## src/inc/ltcr_regs.vh

```
/*
 Offsets, field positions, reset values and timing for the link
 training configuration bank. Assumes a 50 MHz core clock.
*/
// What this block does
// - Downstream link number, 5 bits, reset zero
// - Override set: mask picks detecting lanes
// - Mask zero lane skips detect, excluded
// - FTS request count, reset all ones
// - L0s exit timeout adds extension set times
// - Speed-up enable: one attempt after L0
// - Achieved speed: highest common at or below
// - Target rate encoding, supported only, reset zero
// - Deemphasis select, upstream 5G, reset one
// - Beacon enable allows L2 wake beacon
// - Single EIEOS bit, else eight blocks
// - Exit-select decides modified pattern exit
// - Include RcvrLock time in inference
// - Include RcvrCfg and EQ time, reset zero
// - Ignore rx idle 128 ns times filter
// - Compliance speed bounds, max three, min zero
// - Block compliance and loopback TS entry
// - Block hot reset and disabled TS entry
// - Port direction selects upstream or downstream
`ifndef LTCR_REGS_VH
`define LTCR_REGS_VH
`define LTCR_OFS_PORT 8'h40
`define LTCR_OFS_LINKNUM 8'h48
`define LTCR_OFS_LANEDET 8'h4C
`define LTCR_OFS_FTS 8'h50
`define LTCR_OFS_SPEED 8'h54
`define LTCR_OFS_DEEMPH 8'h58
`define LTCR_OFS_BEACON 8'h5C
`define LTCR_OFS_MODPAT 8'h60
`define LTCR_OFS_IDLE 8'h64
`define LTCR_OFS_PATSPD 8'h68
`define LTCR_OFS_TSBLK 8'h6C
`define LTCR_OFS_STAT 8'h70
`define LTCR_RST_LINKNUM 5'h00
`define LTCR_RST_MASK 16'h0000
`define LTCR_RST_NFTS 8'hFF
`define LTCR_RST_EXTEND 8'h7F
`define LTCR_RST_RATE 2'h0
`define LTCR_RST_DEEMPH 1'h1
`define LTCR_RST_ONE_EIEOS 1'h1
`define LTCR_RST_FILTER 4'h1
`define LTCR_RST_MAXSPD 2'h3
`define LTCR_RST_MINSPD 2'h0
`define LTCR_BIT_TOP 31
`define LTCR_BIT_CFG 30
`define LTCR_BIT_EQ 29
`define LTCR_FILTER_NS 128
`define LTCR_CLK_NS 20
`define LTCR_FILTER_CYC ((`LTCR_FILTER_NS + `LTCR_CLK_NS - 1) / `LTCR_CLK_NS)
`define LTCR_EIEOS_MANY 4'h8
`endif

```

## src/hdl/ltcr_top.v

```verilog
/*
 Link training configuration register bank and its steering outputs.
 Assumes a plain register port with read data one cycle after the
 read strobe, and a training machine that consumes the outputs.
*/
`timescale 1ns/1ns
`default_nettype none
`include "ltcr_regs.vh"
module ltcr_top #(
	parameter LANES = 16,
	parameter [1:0] SUPPORTED_RATE = 2'h3
) (
	input wire CLK_I,
	input wire ARST_N_I,
	input wire [7:0] ADDR_I,
	input wire [31:0] WDATA_I,
	input wire WR_I,
	input wire RD_I,
	output reg [31:0] RDATA_O,
	input wire [LANES-1:0] LANE_DETECTED_I,
	input wire DETECT_I,
	input wire L0_ENTRY_I,
	input wire [1:0] PARTNER_RATE_I,
	input wire IDLE_STATE_ENTRY_I,
	input wire RX_ELEC_IDLE_I,
	input wire [3:0] INFER_STATE_I,
	input wire RX_TS_REQ_I,
	input wire L2_WAKE_REQ_I,
	input wire MODPAT_ACTIVE_I,
	input wire ENTER_COMPLIANCE_I,
	output wire [LANES-1:0] LANE_DETECT_EN_O,
	output wire [LANES-1:0] LANE_INCLUDE_O,
	output wire [4:0] LINK_NUMBER_O,
	output wire [7:0] NFTS_O,
	output wire [8:0] FTS_TIMEOUT_SETS_O,
	output wire SPEED_REQ_O,
	output wire [1:0] SPEED_TARGET_O,
	output wire DEEMPH_SELECT_O,
	output wire BEACON_O,
	output wire WAKE_PIN_O,
	output wire [3:0] EIEOS_COUNT_O,
	output wire MODPAT_EXIT_O,
	output wire INFER_COUNT_EN_O,
	output wire IDLE_QUAL_O,
	output wire [1:0] PAT_MAX_SPEED_O,
	output wire [1:0] PAT_MIN_SPEED_O,
	output wire [3:0] TS_ENTRY_ALLOW_O
);
	reg port_direction_select_r;
	reg [4:0] link_num_r;
	reg override_r;
	reg [15:0] mask_r;
	reg [7:0] nfts_r;
	reg [7:0] fts_timeout_extension_r;
	reg rate_enable_r;
	reg [1:0] rate_r;
	reg deemph_select_r;
	reg beacon_wake_enable_r;
	reg one_eieos_r;
	reg pattern_exit_select_r;
	reg infer_include_lock_r;
	reg infer_include_rcvcfg_r;
	reg infer_include_equalize_r;
	reg [3:0] filter_r;
	reg [1:0] max_speed_r;
	reg [1:0] min_speed_r;
	reg [3:0] ts_block_r;
	reg [31:0] rdata_nxt;
	wire [1:0] rate_legal;
	wire [LANES-1:0] mask_l;
	wire downstream;
	wire speed_req;
	wire [1:0] speed_target;
	wire idle_qual;

	function [1:0] clip_rate;
		input [1:0] r;
		clip_rate = (r > SUPPORTED_RATE) ? SUPPORTED_RATE : r;
	endfunction

	assign downstream = port_direction_select_r;
	assign rate_legal = clip_rate(rate_r);
	assign mask_l = mask_r[LANES-1:0];

	always @(posedge CLK_I or negedge ARST_N_I) begin
		if (!ARST_N_I) begin
			port_direction_select_r <= 1'b0;
			link_num_r <= `LTCR_RST_LINKNUM;
			override_r <= 1'b0;
			mask_r <= `LTCR_RST_MASK;
			nfts_r <= `LTCR_RST_NFTS;
			fts_timeout_extension_r <= `LTCR_RST_EXTEND;
			rate_enable_r <= 1'b0;
			rate_r <= `LTCR_RST_RATE;
			deemph_select_r <= `LTCR_RST_DEEMPH;
			beacon_wake_enable_r <= 1'b0;
			one_eieos_r <= `LTCR_RST_ONE_EIEOS;
			pattern_exit_select_r <= 1'b0;
			infer_include_lock_r <= 1'b0;
			infer_include_rcvcfg_r <= 1'b0;
			infer_include_equalize_r <= 1'b0;
			filter_r <= `LTCR_RST_FILTER;
			max_speed_r <= `LTCR_RST_MAXSPD;
			min_speed_r <= `LTCR_RST_MINSPD;
			ts_block_r <= 4'h0;
		end else if (WR_I) begin
			case (ADDR_I)
			`LTCR_OFS_PORT: begin
				port_direction_select_r <= WDATA_I[0];
			end
			`LTCR_OFS_LINKNUM: begin
				link_num_r <= WDATA_I[4:0];
			end
			`LTCR_OFS_LANEDET: begin
				override_r <= WDATA_I[`LTCR_BIT_TOP];
				mask_r <= WDATA_I[15:0];
			end
			`LTCR_OFS_FTS: begin
				nfts_r <= WDATA_I[7:0];
				fts_timeout_extension_r <= WDATA_I[15:8];
			end
			`LTCR_OFS_SPEED: begin
				rate_enable_r <= WDATA_I[`LTCR_BIT_TOP];
				rate_r <= WDATA_I[1:0];
			end
			`LTCR_OFS_DEEMPH: begin
				deemph_select_r <= WDATA_I[0];
			end
			`LTCR_OFS_BEACON: begin
				beacon_wake_enable_r <= WDATA_I[0];
			end
			`LTCR_OFS_MODPAT: begin
				one_eieos_r <= WDATA_I[1];
				pattern_exit_select_r <= WDATA_I[0];
			end
			`LTCR_OFS_IDLE: begin
				infer_include_lock_r <= WDATA_I[`LTCR_BIT_TOP];
				infer_include_rcvcfg_r <= WDATA_I[`LTCR_BIT_CFG];
				infer_include_equalize_r <= WDATA_I[`LTCR_BIT_EQ];
				filter_r <= WDATA_I[3:0];
			end
			`LTCR_OFS_PATSPD: begin
				max_speed_r <= WDATA_I[3:2];
				min_speed_r <= WDATA_I[1:0];
			end
			`LTCR_OFS_TSBLK: begin
				ts_block_r <= WDATA_I[3:0];
			end
			default: begin
				link_num_r <= link_num_r;
			end
			endcase
		end
	end

	// Read mux, reserved bits zero
	always @* begin
		rdata_nxt = 32'h00000000;
		case (ADDR_I)
		`LTCR_OFS_PORT: rdata_nxt[0] = port_direction_select_r;
		`LTCR_OFS_LINKNUM: rdata_nxt[4:0] = link_num_r;
		`LTCR_OFS_LANEDET: begin
			rdata_nxt[`LTCR_BIT_TOP] = override_r;
			rdata_nxt[15:0] = mask_r;
		end
		`LTCR_OFS_FTS: rdata_nxt[15:0] = {fts_timeout_extension_r, nfts_r};
		`LTCR_OFS_SPEED: begin
			rdata_nxt[`LTCR_BIT_TOP] = rate_enable_r;
			rdata_nxt[1:0] = rate_r;
		end
		`LTCR_OFS_DEEMPH: rdata_nxt[0] = deemph_select_r;
		`LTCR_OFS_BEACON: rdata_nxt[0] = beacon_wake_enable_r;
		`LTCR_OFS_MODPAT: rdata_nxt[1:0] = {one_eieos_r, pattern_exit_select_r};
		`LTCR_OFS_IDLE: begin
			rdata_nxt[`LTCR_BIT_TOP] = infer_include_lock_r;
			rdata_nxt[`LTCR_BIT_CFG] = infer_include_rcvcfg_r;
			rdata_nxt[`LTCR_BIT_EQ] = infer_include_equalize_r;
			rdata_nxt[3:0] = filter_r;
		end
		`LTCR_OFS_PATSPD: rdata_nxt[3:0] = {max_speed_r, min_speed_r};
		`LTCR_OFS_TSBLK: rdata_nxt[3:0] = ts_block_r;
		`LTCR_OFS_STAT: begin
			rdata_nxt[3:2] = speed_target;
			rdata_nxt[1] = speed_req;
			rdata_nxt[0] = idle_qual;
		end
		default: rdata_nxt = 32'h00000000;
		endcase
	end

	always @(posedge CLK_I or negedge ARST_N_I) begin
		if (!ARST_N_I) begin
			RDATA_O <= 32'h00000000;
		end else if (RD_I) begin
			RDATA_O <= rdata_nxt;
		end else begin
			RDATA_O <= 32'h00000000;
		end
	end

	// Lane detection masking
	assign LANE_DETECT_EN_O = override_r ? mask_l :
		{LANES{1'b1}};
	assign LANE_INCLUDE_O = LANE_DETECT_EN_O & LANE_DETECTED_I;

	assign LINK_NUMBER_O = downstream ? link_num_r : 5'h00;
	assign NFTS_O = nfts_r;
	assign FTS_TIMEOUT_SETS_O = {1'b0, nfts_r} +
		{1'b0, fts_timeout_extension_r};

	ltcr_speed_up u_speed_up (
		.clk_i(CLK_I),
		.arst_n_i(ARST_N_I),
		.enable_i(rate_enable_r),
		.rate_i(rate_legal),
		.supported_i(SUPPORTED_RATE),
		.partner_i(PARTNER_RATE_I),
		.detect_i(DETECT_I),
		.l0_entry_i(L0_ENTRY_I),
		.req_o(speed_req),
		.target_o(speed_target)
	);
	assign SPEED_REQ_O = speed_req;
	assign SPEED_TARGET_O = speed_target;

	assign DEEMPH_SELECT_O = !downstream && deemph_select_r;
	assign BEACON_O = L2_WAKE_REQ_I && beacon_wake_enable_r;
	assign WAKE_PIN_O = L2_WAKE_REQ_I && !beacon_wake_enable_r;
	assign EIEOS_COUNT_O = one_eieos_r ? 4'h1 : `LTCR_EIEOS_MANY;
	assign MODPAT_EXIT_O = MODPAT_ACTIVE_I && !ENTER_COMPLIANCE_I &&
		pattern_exit_select_r;

	// INFER_STATE_I: 0 speed, 1 rcvrlock, 2 rcvrcfg, 3 equalize
	assign INFER_COUNT_EN_O = INFER_STATE_I[0] |
		(INFER_STATE_I[1] & infer_include_lock_r) |
		(INFER_STATE_I[2] & infer_include_rcvcfg_r) |
		(INFER_STATE_I[3] & infer_include_equalize_r);

	ltcr_idle_filter u_idle_filter (
		.clk_i(CLK_I),
		.arst_n_i(ARST_N_I),
		.state_entry_i(IDLE_STATE_ENTRY_I),
		.filter_i(filter_r),
		.rx_elec_idle_i(RX_ELEC_IDLE_I),
		.idle_qual_o(idle_qual)
	);
	assign IDLE_QUAL_O = idle_qual;

	assign PAT_MAX_SPEED_O = max_speed_r;
	assign PAT_MIN_SPEED_O = min_speed_r;
	// Bit3 compliance, 2 loopback, 1 hot reset, 0 disabled
	assign TS_ENTRY_ALLOW_O = {4{RX_TS_REQ_I}} & ~ts_block_r;
endmodule // ltcr_top
`default_nettype wire

```

## src/hdl/ltcr_idle_filter.v

```verilog
/*
 Receive electrical idle blanking timer.
 Assumes state_entry pulses when a state watching idle is entered.
*/
`timescale 1ns/1ns
`default_nettype none
`include "ltcr_regs.vh"
module ltcr_idle_filter (
	input wire clk_i,
	input wire arst_n_i,
	input wire state_entry_i,
	input wire [3:0] filter_i,
	input wire rx_elec_idle_i,
	output reg idle_qual_o
);
	localparam integer UNIT_CYC = `LTCR_FILTER_CYC;
	localparam [3:0] UNIT = UNIT_CYC[3:0];
	reg [7:0] cnt_r;
	reg [3:0] unit_r;
	always @(posedge clk_i or negedge arst_n_i) begin
		if (!arst_n_i) begin
			cnt_r <= 8'h00;
			unit_r <= 4'h0;
			idle_qual_o <= 1'b0;
		end else begin
			if (state_entry_i) begin
				cnt_r <= {4'h0, filter_i};
				unit_r <= UNIT - 4'h1;
			end else if (cnt_r != 8'h00) begin
				if (unit_r == 4'h0) begin
					cnt_r <= cnt_r - 8'h01;
					unit_r <= UNIT - 4'h1;
				end else begin
					unit_r <= unit_r - 4'h1;
				end
			end
			idle_qual_o <= (cnt_r == 8'h00) && !state_entry_i &&
				rx_elec_idle_i;
		end
	end
endmodule // ltcr_idle_filter
`default_nettype wire

```

## src/hdl/ltcr_speed_up.v

```verilog
/*
 One-shot initial speed-up request after first L0 from Detect.
 Assumes l0_entry and detect pulses from the training machine.
*/
`timescale 1ns/1ns
`default_nettype none
module ltcr_speed_up (
	input wire clk_i,
	input wire arst_n_i,
	input wire enable_i,
	input wire [1:0] rate_i,
	input wire [1:0] supported_i,
	input wire [1:0] partner_i,
	input wire detect_i,
	input wire l0_entry_i,
	output reg req_o,
	output reg [1:0] target_o
);
	reg done_r;
	function [1:0] min2;
		input [1:0] a;
		input [1:0] b;
		min2 = (a < b) ? a : b;
	endfunction
	always @(posedge clk_i or negedge arst_n_i) begin
		if (!arst_n_i) begin
			done_r <= 1'b0;
			req_o <= 1'b0;
			target_o <= 2'h0;
		end else begin
			req_o <= 1'b0;
			if (detect_i) begin
				done_r <= 1'b0;
			end else if (l0_entry_i && !done_r) begin
				done_r <= 1'b1;
				req_o <= enable_i;
				target_o <= min2(min2(rate_i, supported_i),
					partner_i);
			end
		end
	end
endmodule // ltcr_speed_up
`default_nettype wire

```

## config.mk

```make
export PLATFORM = sky130hd
export DESIGN_NAME = ltcr_top
export DESIGN_NICKNAME = d
export VERILOG_FILES = /design/src/hdl/ltcr_top.v /design/src/hdl/ltcr_idle_filter.v /design/src/hdl/ltcr_speed_up.v
export VERILOG_INCLUDE_DIRS = /design/src /design/src/inc
export SDC_FILE = /design/constraint.sdc
export NUM_CORES = 1
export LEC_CHECK = 0
export ABC_CLOCK_PERIOD_IN_PS = 2800
export BUFFER_PORTS_ARGS = -buffer_cell sky130_fd_sc_hd__buf_4
export CORE_ASPECT_RATIO = 1.2
export CORE_MARGIN = 2
export CORE_UTILIZATION = 45
export DETAILED_ROUTE_END_ITERATION = 8
export GPL_ROUTABILITY_DRIVEN = 0
export PLACE_DENSITY_LB_ADDON = 0.05
export SLEW_MARGIN = 20
export SYNTH_ARGS = -nofsm -noshare
export SYNTH_HDL_FRONTEND = slang
export SYNTH_SLANG_ARGS = --single-unit
```

## constraint.sdc

```tcl
create_clock -name CLK_I -period 2.8 [get_ports CLK_I]
set_input_delay 0.28 -clock CLK_I [delete_from_list [all_inputs] [get_ports CLK_I]]
set_output_delay 0.28 -clock CLK_I [all_outputs]
set_load 0.01 [all_outputs]
```

==> reports/metrics.yaml, run 1 <==
grt:
  antenna_found_initial: 0
  grt_pass1_vias: 4036
  track_usage_pct: 22.3
  grt_max_degree: 59
  grt_pass1_wl_mm: 20.9
  grt_overflow_total: 0
synthesis:
  synthMuxAreaShare_pct: 16.2
  synth_cell_types: 62
  postSynthCellCount: 451
  synth_largest_area_cell: "dfrtp_1"
  synth_top_cell_area_share_pct: 37.4
  synth_xor_area_share_pct: 1.87
  syn_area_mm2: 0.00515
  synth-edff-count: 0
  syn_area_per_cell_um2: 11.4
  synthTopCellsByArea: "dfrtp_1 (37%), mux2_2 (14%), dfstp_2 (10%), ha_1 (3.4%), and2_1 (3.2%)"
  ys_seq_elements: 97
  ys_seq_area_share_pct: 47.6
  synth-compound-area-share_pct: 7.84
  synth-simple-area-share_pct: 17.9
  synth_top_family_by_area: "simple AND/OR/NAND/NOR gates"
  yosysMostFrequentCell: "dfrtp_1"
  async_reset_ff_share_pct: 100
  synth_common_cells: "dfrtp_1 (77), mux2_2 (65), and2_1 (26)"
  synthFlopType: "dfrtp_1"
  synth_fa_ha_area_share_pct: 3.79
  ys_warn_count: 0
sta:
  setup_tns_ns: 0
  skew_ns: 0.00633
  slew_headroom_pct: 47.6
  finalCritPeriodShare_pct: 93.9
  fmax_mhz: 380
  whs_ns: 0.00687
  min_period_ns: 2.63
  rsz0062_at_grt: "no"
  slew_violations: 0
  setup_viol: 0
  hold_viol_final: 0
  worstMarginPinSlew_ns: 0.786
placement:
  hpwl_mm: 9.52
  portBuffers: 152
power_and_ir_drop:
  peakVddDrop_mv: 0.324
  p_sw_share_pct: 24.5
  powerDensity_mw_per_mm2: 493
  leakagePower_nw: 3.24
  p_comb_share_pct: 13.9
  internal_power_mw: 2.49
  pwr-share-seq_pct: 46.5
  switchingPower_mw: 0.808
  clkPwrFrac_pct: 39.6
critical_path:
  criticalPathCategory: "reg2out"
  end_kind: "output port"
  path_cells: "ha_1 > fa_1 > a21o_1 > a21oi_2 > nor2b_1 > o31ai_1 > a21boi_1 > buf_4"
  max_stage_delay_ns: 0.41
  slowest_stage: "fa_1"
  crit_path_start_kind: "register"
  required_ns: 2.52
  critPathArrivalTime_ns: 2.35
  cpLargestDelayFamily: "compound AO/OA/AOI/OAI gates"
  path_buf_inv: 1
  path_max_fanout: 4
drt:
  drtIter0Drc: 156
  routedWlPerCell_um: 17.2
  vias: 3993
  drt-pass1-iter-count: 4
  via_per_inst: 5.26
  routed_wl_mm: 13.1
  drc: 0
  postRouteAntennaNets: 0
final_layout:
  final_net_count: 689
  register_area_mm2: 0.00245
  synthToLayoutAreaGrowth_pct: 29.6
  n_fill_cell: 938
  multiInputGateArea_mm2: 0.00251
  n_antenna_cell: 0
  drive_gt1_share_pct: 45.0
clocking:
  clock_path_buffers: 2
  cts-root-buf: "clkbuf_16"
  cts_setup_buffers: 0
  clock_latency_ns: 0.33
  path_clk_slew_ns: 0.07
  h-tree-depth: 3
  cts.sinks: 97
  postCtsHoldBufs: 0
  cts_tree: "yes"
  cts_resized: 0
  cts_buffers: 9
die:
  initial_utilization_pct: 46.5
  num_io_pins: 181
  fp.dieH_um: 121
  core_region_area_mm2: 0.0111
  die-area_mm2: 0.0123
  die_w_um: 102
  fp-row-count: 42
run:
  drv_cap: 0
status:
  status: "complete, no violations"
hold_path:
  hold_path.class: "in2async"
==> sequential cells by signal, indices dropped and copies added, names as in the netlist, 2 cells and up <==
register                 cells
u_idle_filter.unit_r         4
mask_l                      16
NFTS_O                       8
fts_timeout_extension_r      8
PAT_MAX_SPEED_O              2
u_idle_filter.cnt_r          8
filter_r                     4
rate_r                       2
link_num_r                   5
ts_block_r                   4
PAT_MIN_SPEED_O              2
u_speed_up.target_o          2
RDATA_O                     19
==> area by class of cell <==
type	count	area share, %
clock inverters	5	1.20
inverters	7	0.393
flip-flops and latches	97	36.7
well taps	154	2.88
clock buffers	11	3.48
multi-input cells	329	37.6
repair buffers	156	17.7
==> cell usage in the layout (no fill, tap or decap), drive strengths merged, types with 7 or more instances in the layout <==
master / count
buf: 156
nand2: 23
nand3: 10
a22oi: 13
conb: 15
a21oi: 10
ha: 14
and2: 27
inv: 7
dfstp: 20
o21ai: 13
xnor2: 7
nor2b: 22
nand2b: 17
mux2: 65
clkbuf: 11
nor2: 25
nor3: 9
dfrtp: 77
==> worst register-to-register path, stage by stage (launching register included) <==
cell and delay (ns):
dfrtp_1 0.41, inv_1 0.10, ha_1 0.18, nor4b_1 0.33, o2111ai_1 0.27, or3_1 0.38
xor2_1 0.14, nor2_1 0.05
==> final timing paths <==
check                                          end                    start  slack [ns]  cells past startpoint
setup reg to reg            u_idle_filter.cnt_r[5]  u_idle_filter.unit_r[0]        0.84                      7
min in group CLK_I               u_speed_up.done_r                 DETECT_I        0.10                      2
setup / recovery             FTS_TIMEOUT_SETS_O[6]                NFTS_O[0]        0.17                      8
hold / removal             u_idle_filter.unit_r[3]                 ARST_N_I       0.007                      1
max in group asynchronous                NFTS_O[3]                 ARST_N_I        2.00                      2
hold reg to reg                  u_speed_up.done_r        u_speed_up.done_r        0.50                      2
==> stage by stage <==
step	instances	instance area (um2)	total power, mW	util, %	worst slack [ns]
2_1_floorplan	465	5210	1.79	-	0.543
3_3_place_gp	743	6370	2.01	57.4	0.395
3_5_place_dp	743	6370	2.02	57.4	0.453
4_1_cts	759	6680	3.34	60.2	0.0782
5_1_grt	759	6680	3.45	60.3	0.0193
6_report	759	6680	3.30	60.3	0.172
==> logic make-up (layout without fill, tap and decap cells) <==
group | count (synthesis) | in the layout
flip-flops | 97 | 97
XOR/XNOR | 11 | 11
AO/OA/AOI/OAI | 59 | 59
other | 1 | 15
adder cells (fa/ha/maj) | 15 | 15
AND/OR/NAND/NOR | 156 | 156
buffers and inverters | 39 | 179
multiplexers | 73 | 73
==> routing by layer <==
layer	global-route usage, %	wire length [um]	vias up
li1	-	-	1871
met1	27.7	5340	1945
met2	37.7	6700	157
met3	4.38	760	20
met4	8.61	262	0
met5	0	0	-
==> power by group through the flow <==
stage | Combinational [mW] | Sequential [mW] | Clock, mW
final | 0.459 | 1.53 | 1.30
after global routing | 0.508 | 1.54 | 1.40
after CTS | 0.466 | 1.53 | 1.34
after detailed placement | 0.465 | 1.56 | 0
after global placement | 0.455 | 1.55 | 0
after floorplan | 0.252 | 1.54 | 0
Power figures use the tool's default switching activity.
==> inputs of run 2 (changes only) <==
--- a/config.mk
+++ b/config.mk
@@ -6,11 +6,12 @@
 export SDC_FILE = /design/constraint.sdc
 export NUM_CORES = 1
 export LEC_CHECK = 0
-export ABC_CLOCK_PERIOD_IN_PS = 2800
+export ABC_CLOCK_PERIOD_IN_PS = 2300
 export BUFFER_PORTS_ARGS = -buffer_cell sky130_fd_sc_hd__buf_4
 export CORE_ASPECT_RATIO = 1.2
 export CORE_MARGIN = 2
 export CORE_UTILIZATION = 45
+export CTS_BUF_LIST = sky130_fd_sc_hd__clkbuf_8
 export DETAILED_ROUTE_END_ITERATION = 8
 export GPL_ROUTABILITY_DRIVEN = 0
 export PLACE_DENSITY_LB_ADDON = 0.05
==> constraint.sdc (replaced) <==
create_clock -name CLK_I -period 2.3 [get_ports CLK_I]
set_input_delay 0.23 -clock CLK_I [delete_from_list [all_inputs] [get_ports CLK_I]]
set_output_delay 0.23 -clock CLK_I [all_outputs]
set_load 0.01 [all_outputs]
==> reports/metrics.yaml, run 2 (synthesis gave the netlist of run 1 again) <==
status:
  status: "finished with violations"  # was complete, no violations
  failed_checks: "negative setup slack"
placement:
  placed_area_mm2: 0.00642  # was 0.00637 mm2
  dp.cells: 750  # was 743
  portBuffers: 152  # unchanged
  hpwl_mm: 9.65  # was 9.52 mm
clocking:
  cts-root-buf: "clkbuf_8"  # was clkbuf_16
  h-tree-depth: 3  # unchanged
  path_clk_slew_ns: 0.09  # was 0.07 ns
  cts_tree: "yes"  # unchanged
  cts.sinks: 97  # unchanged
  clock_latency_ns: 0.36  # was 0.33 ns
  clock_path_buffers: 2  # unchanged
  cts_buffers: 9  # unchanged
sta:
  slew_headroom_pct: 47.7  # was 47.6%
  min_period_ns: 2.42
  setup_slack_ns: -0.115  # was 0.172 ns
  hold_viol_final: 0  # unchanged
  worstMarginPinSlew_ns: 0.785  # was 0.786 ns
  skew_ns: 0.00586  # was 0.00633 ns
  finalCritPeriodShare_pct: 105
  slew_violations: 0  # unchanged
  fmax_mhz: 414
  rsz0062_at_grt: "yes"  # was no
  setup_viol: 4  # was 0
  setup_tns_ns: -0.333  # was 0 ns
critical_path:
  end_kind: "output port"  # unchanged
  r2r_cells: 7  # unchanged
  startpoint: "NFTS_O[0]"  # unchanged
  ff2ff_setup_slack_ns: 0.30  # was 0.84 ns
  r2r-start: "u_idle_filter.unit_r[0]"  # unchanged
  critPathArrivalTime_ns: 2.19  # was 2.35 ns
  endpoint: "FTS_TIMEOUT_SETS_O[8]"  # was FTS_TIMEOUT_SETS_O[6]
  path_max_fanout: 2  # was 4
  crit_path_start_kind: "register"  # unchanged
  criticalPathCategory: "reg2out"  # unchanged
  required_ns: 2.07  # was 2.52 ns
  worst_r2r_endpoint: "u_idle_filter.cnt_r[5]"  # unchanged
grt:
  grt_max_degree: 52  # was 59
  grt_pass1_wl_mm: 20.7  # was 20.9 mm
  grt_pass1_vias: 4004  # was 4,036
  grt_overflow_total: 0  # unchanged
  track_usage_pct: 21.9  # was 22.3%
  antenna_found_initial: 0  # unchanged
drt:
  routed_wl_mm: 13.2  # was 13.1 mm
  routedWlPerCell_um: 17.1  # was 17.2 um
  drt-pass1-iter-count: 4  # unchanged
  via_per_inst: 5.18  # was 5.26
  drc: 0  # unchanged
  drtIter0Drc: 127  # was 156
  vias: 3986  # was 3,993
  postRouteAntennaNets: 0  # unchanged
final_layout:
  drive_gt1_share_pct: 47.4  # was 45.0%
  fin_util_pct: 60.8  # was 60.3%
  layout_common_cells: "buf_4 (163), dfrtp_1 (77), mux2_2 (65), and2_1 (26), nor2_1 (24)"  # was buf_4 (155), dfrtp_1 (77), mux2_2 (65), and2_1 (26), nor2_1 (24)
  fin_area_mm2: 0.00675  # was 0.00668 mm2
  largest_register_ffs: 19  # unchanged
  final_cells: 770  # was 759
  regMostFlops: "RDATA_O"  # unchanged
  n_fill_cell: 935  # was 938
  synthToLayoutAreaGrowth_pct: 30.9  # was 29.6%
  n_antenna_cell: 0  # unchanged
  final_net_count: 700  # was 689
  layout_commonest_cell: "buf_4"  # unchanged
power_and_ir_drop:
  finalPower_mw: 3.60  # was 3.30 mW
  leakagePower_nw: 3.25  # was 3.24 nW
  peakVddDrop_mv: 0.328  # was 0.324 mV
  powerDensity_mw_per_mm2: 533  # was 493 mW/mm2
die:
  die_w_um: 102  # unchanged
  initial_utilization_pct: 46.5  # unchanged
  die-area_mm2: 0.0123  # unchanged
  fp-row-count: 42  # unchanged
  num_io_pins: 181  # unchanged
  core_region_area_mm2: 0.0111  # unchanged
  fp.dieH_um: 121  # unchanged
run:
  drv_cap: 0  # unchanged
hold_path:
  hold_path.class: "in2reg"  # was in2async
==> run 2: cell count changes in the layout (fill, tap and decap cells not counted), sizes merged <==
cell and delta:
clkinv +1, buf +9, clkinvlp -1, dlygate4sd3 +2, bufinv -1, inv +1
==> run 2: repair_timing <==
item | CTS | global route
pin swaps | 12 | 6
endpoints found under the setup margin | 5 | 5
endpoints found under the hold margin | 38 | 0
buffers inserted | 3 | 0
gates cloned | 0 | 0
hold buffers | 2 | 0
resized for setup | 12 | 3
==> run 2: worst max-delay path, stage by stage (launching register included) <==
cell and delay (ns):
dfstp_2 0.39, ha_4 0.16, fa_2 0.34, a21o_1 0.17, a21oi_2 0.16, nor2b_2 0.07, o31ai_2 0.20, buf_4 0.15
a21oi_2 0.04, buf_4 0.14
==> run 2: where the power goes <==
| part | internal (mW) | switching [mW] | leakage, nW |
|---|---|---|---|
| Clock | 0.559 | 0.591 | 0.107 |
| Sequential | 1.79 | 0.0757 | 1.26 |
| Combinational | 0.301 | 0.282 | 1.88 |
| Total | 2.65 | 0.948 | 3.25 |
==> run 2: worst min path at each step <==
stage	from	to	slack, ns	cells past startpoint
CTS	WDATA_I[29]	infer_include_equalize_r	0.08	2
floorplan	ARST_N_I	PAT_MIN_SPEED_O[0]	-0.07	0
global route	WDATA_I[30]	infer_include_rcvcfg_r	0.09	2
finish	WDATA_I[29]	infer_include_equalize_r	0.10	2
global placement	ARST_N_I	RDATA_O[15]	0.30	1
detailed placement	ARST_N_I	RDATA_O[15]	0.31	1
==> run 2: routing by layer <==
metal  vias up  routed length, um  GRT usage [%]
li1       1883                  -              -
met1      1924               5450           27.2
met2       157               6700           38.0
met3        22                738           3.74
met4         0                284           7.52
met5         -                  0              0
==> run 2: cell type report <==
cell class                 instances  area (um2)  share of cell area (%)
inverter                           7        26.3                   0.389
multi-input combinational        329        2590                    38.4
sequential                        97        2450                    36.4
tap                              154         193                    2.86
timing repair buffer             167        1270                    18.9
clock buffer                      11         151                    2.24
clock inverter                     5        55.1                   0.816
==> run 2: through the flow <==
| stage | hold slack [ns] | setup WS, ns |
|---|---|---|
| global placement | 0.301 | 0.0436 |
| global route | 0.0900 | -0.221 |
| detailed placement | 0.307 | -0.00742 |
| CTS | 0.0807 | -0.206 |
| finish | 0.101 | -0.115 |
| floorplan | -0.0656 | 0.0928 |
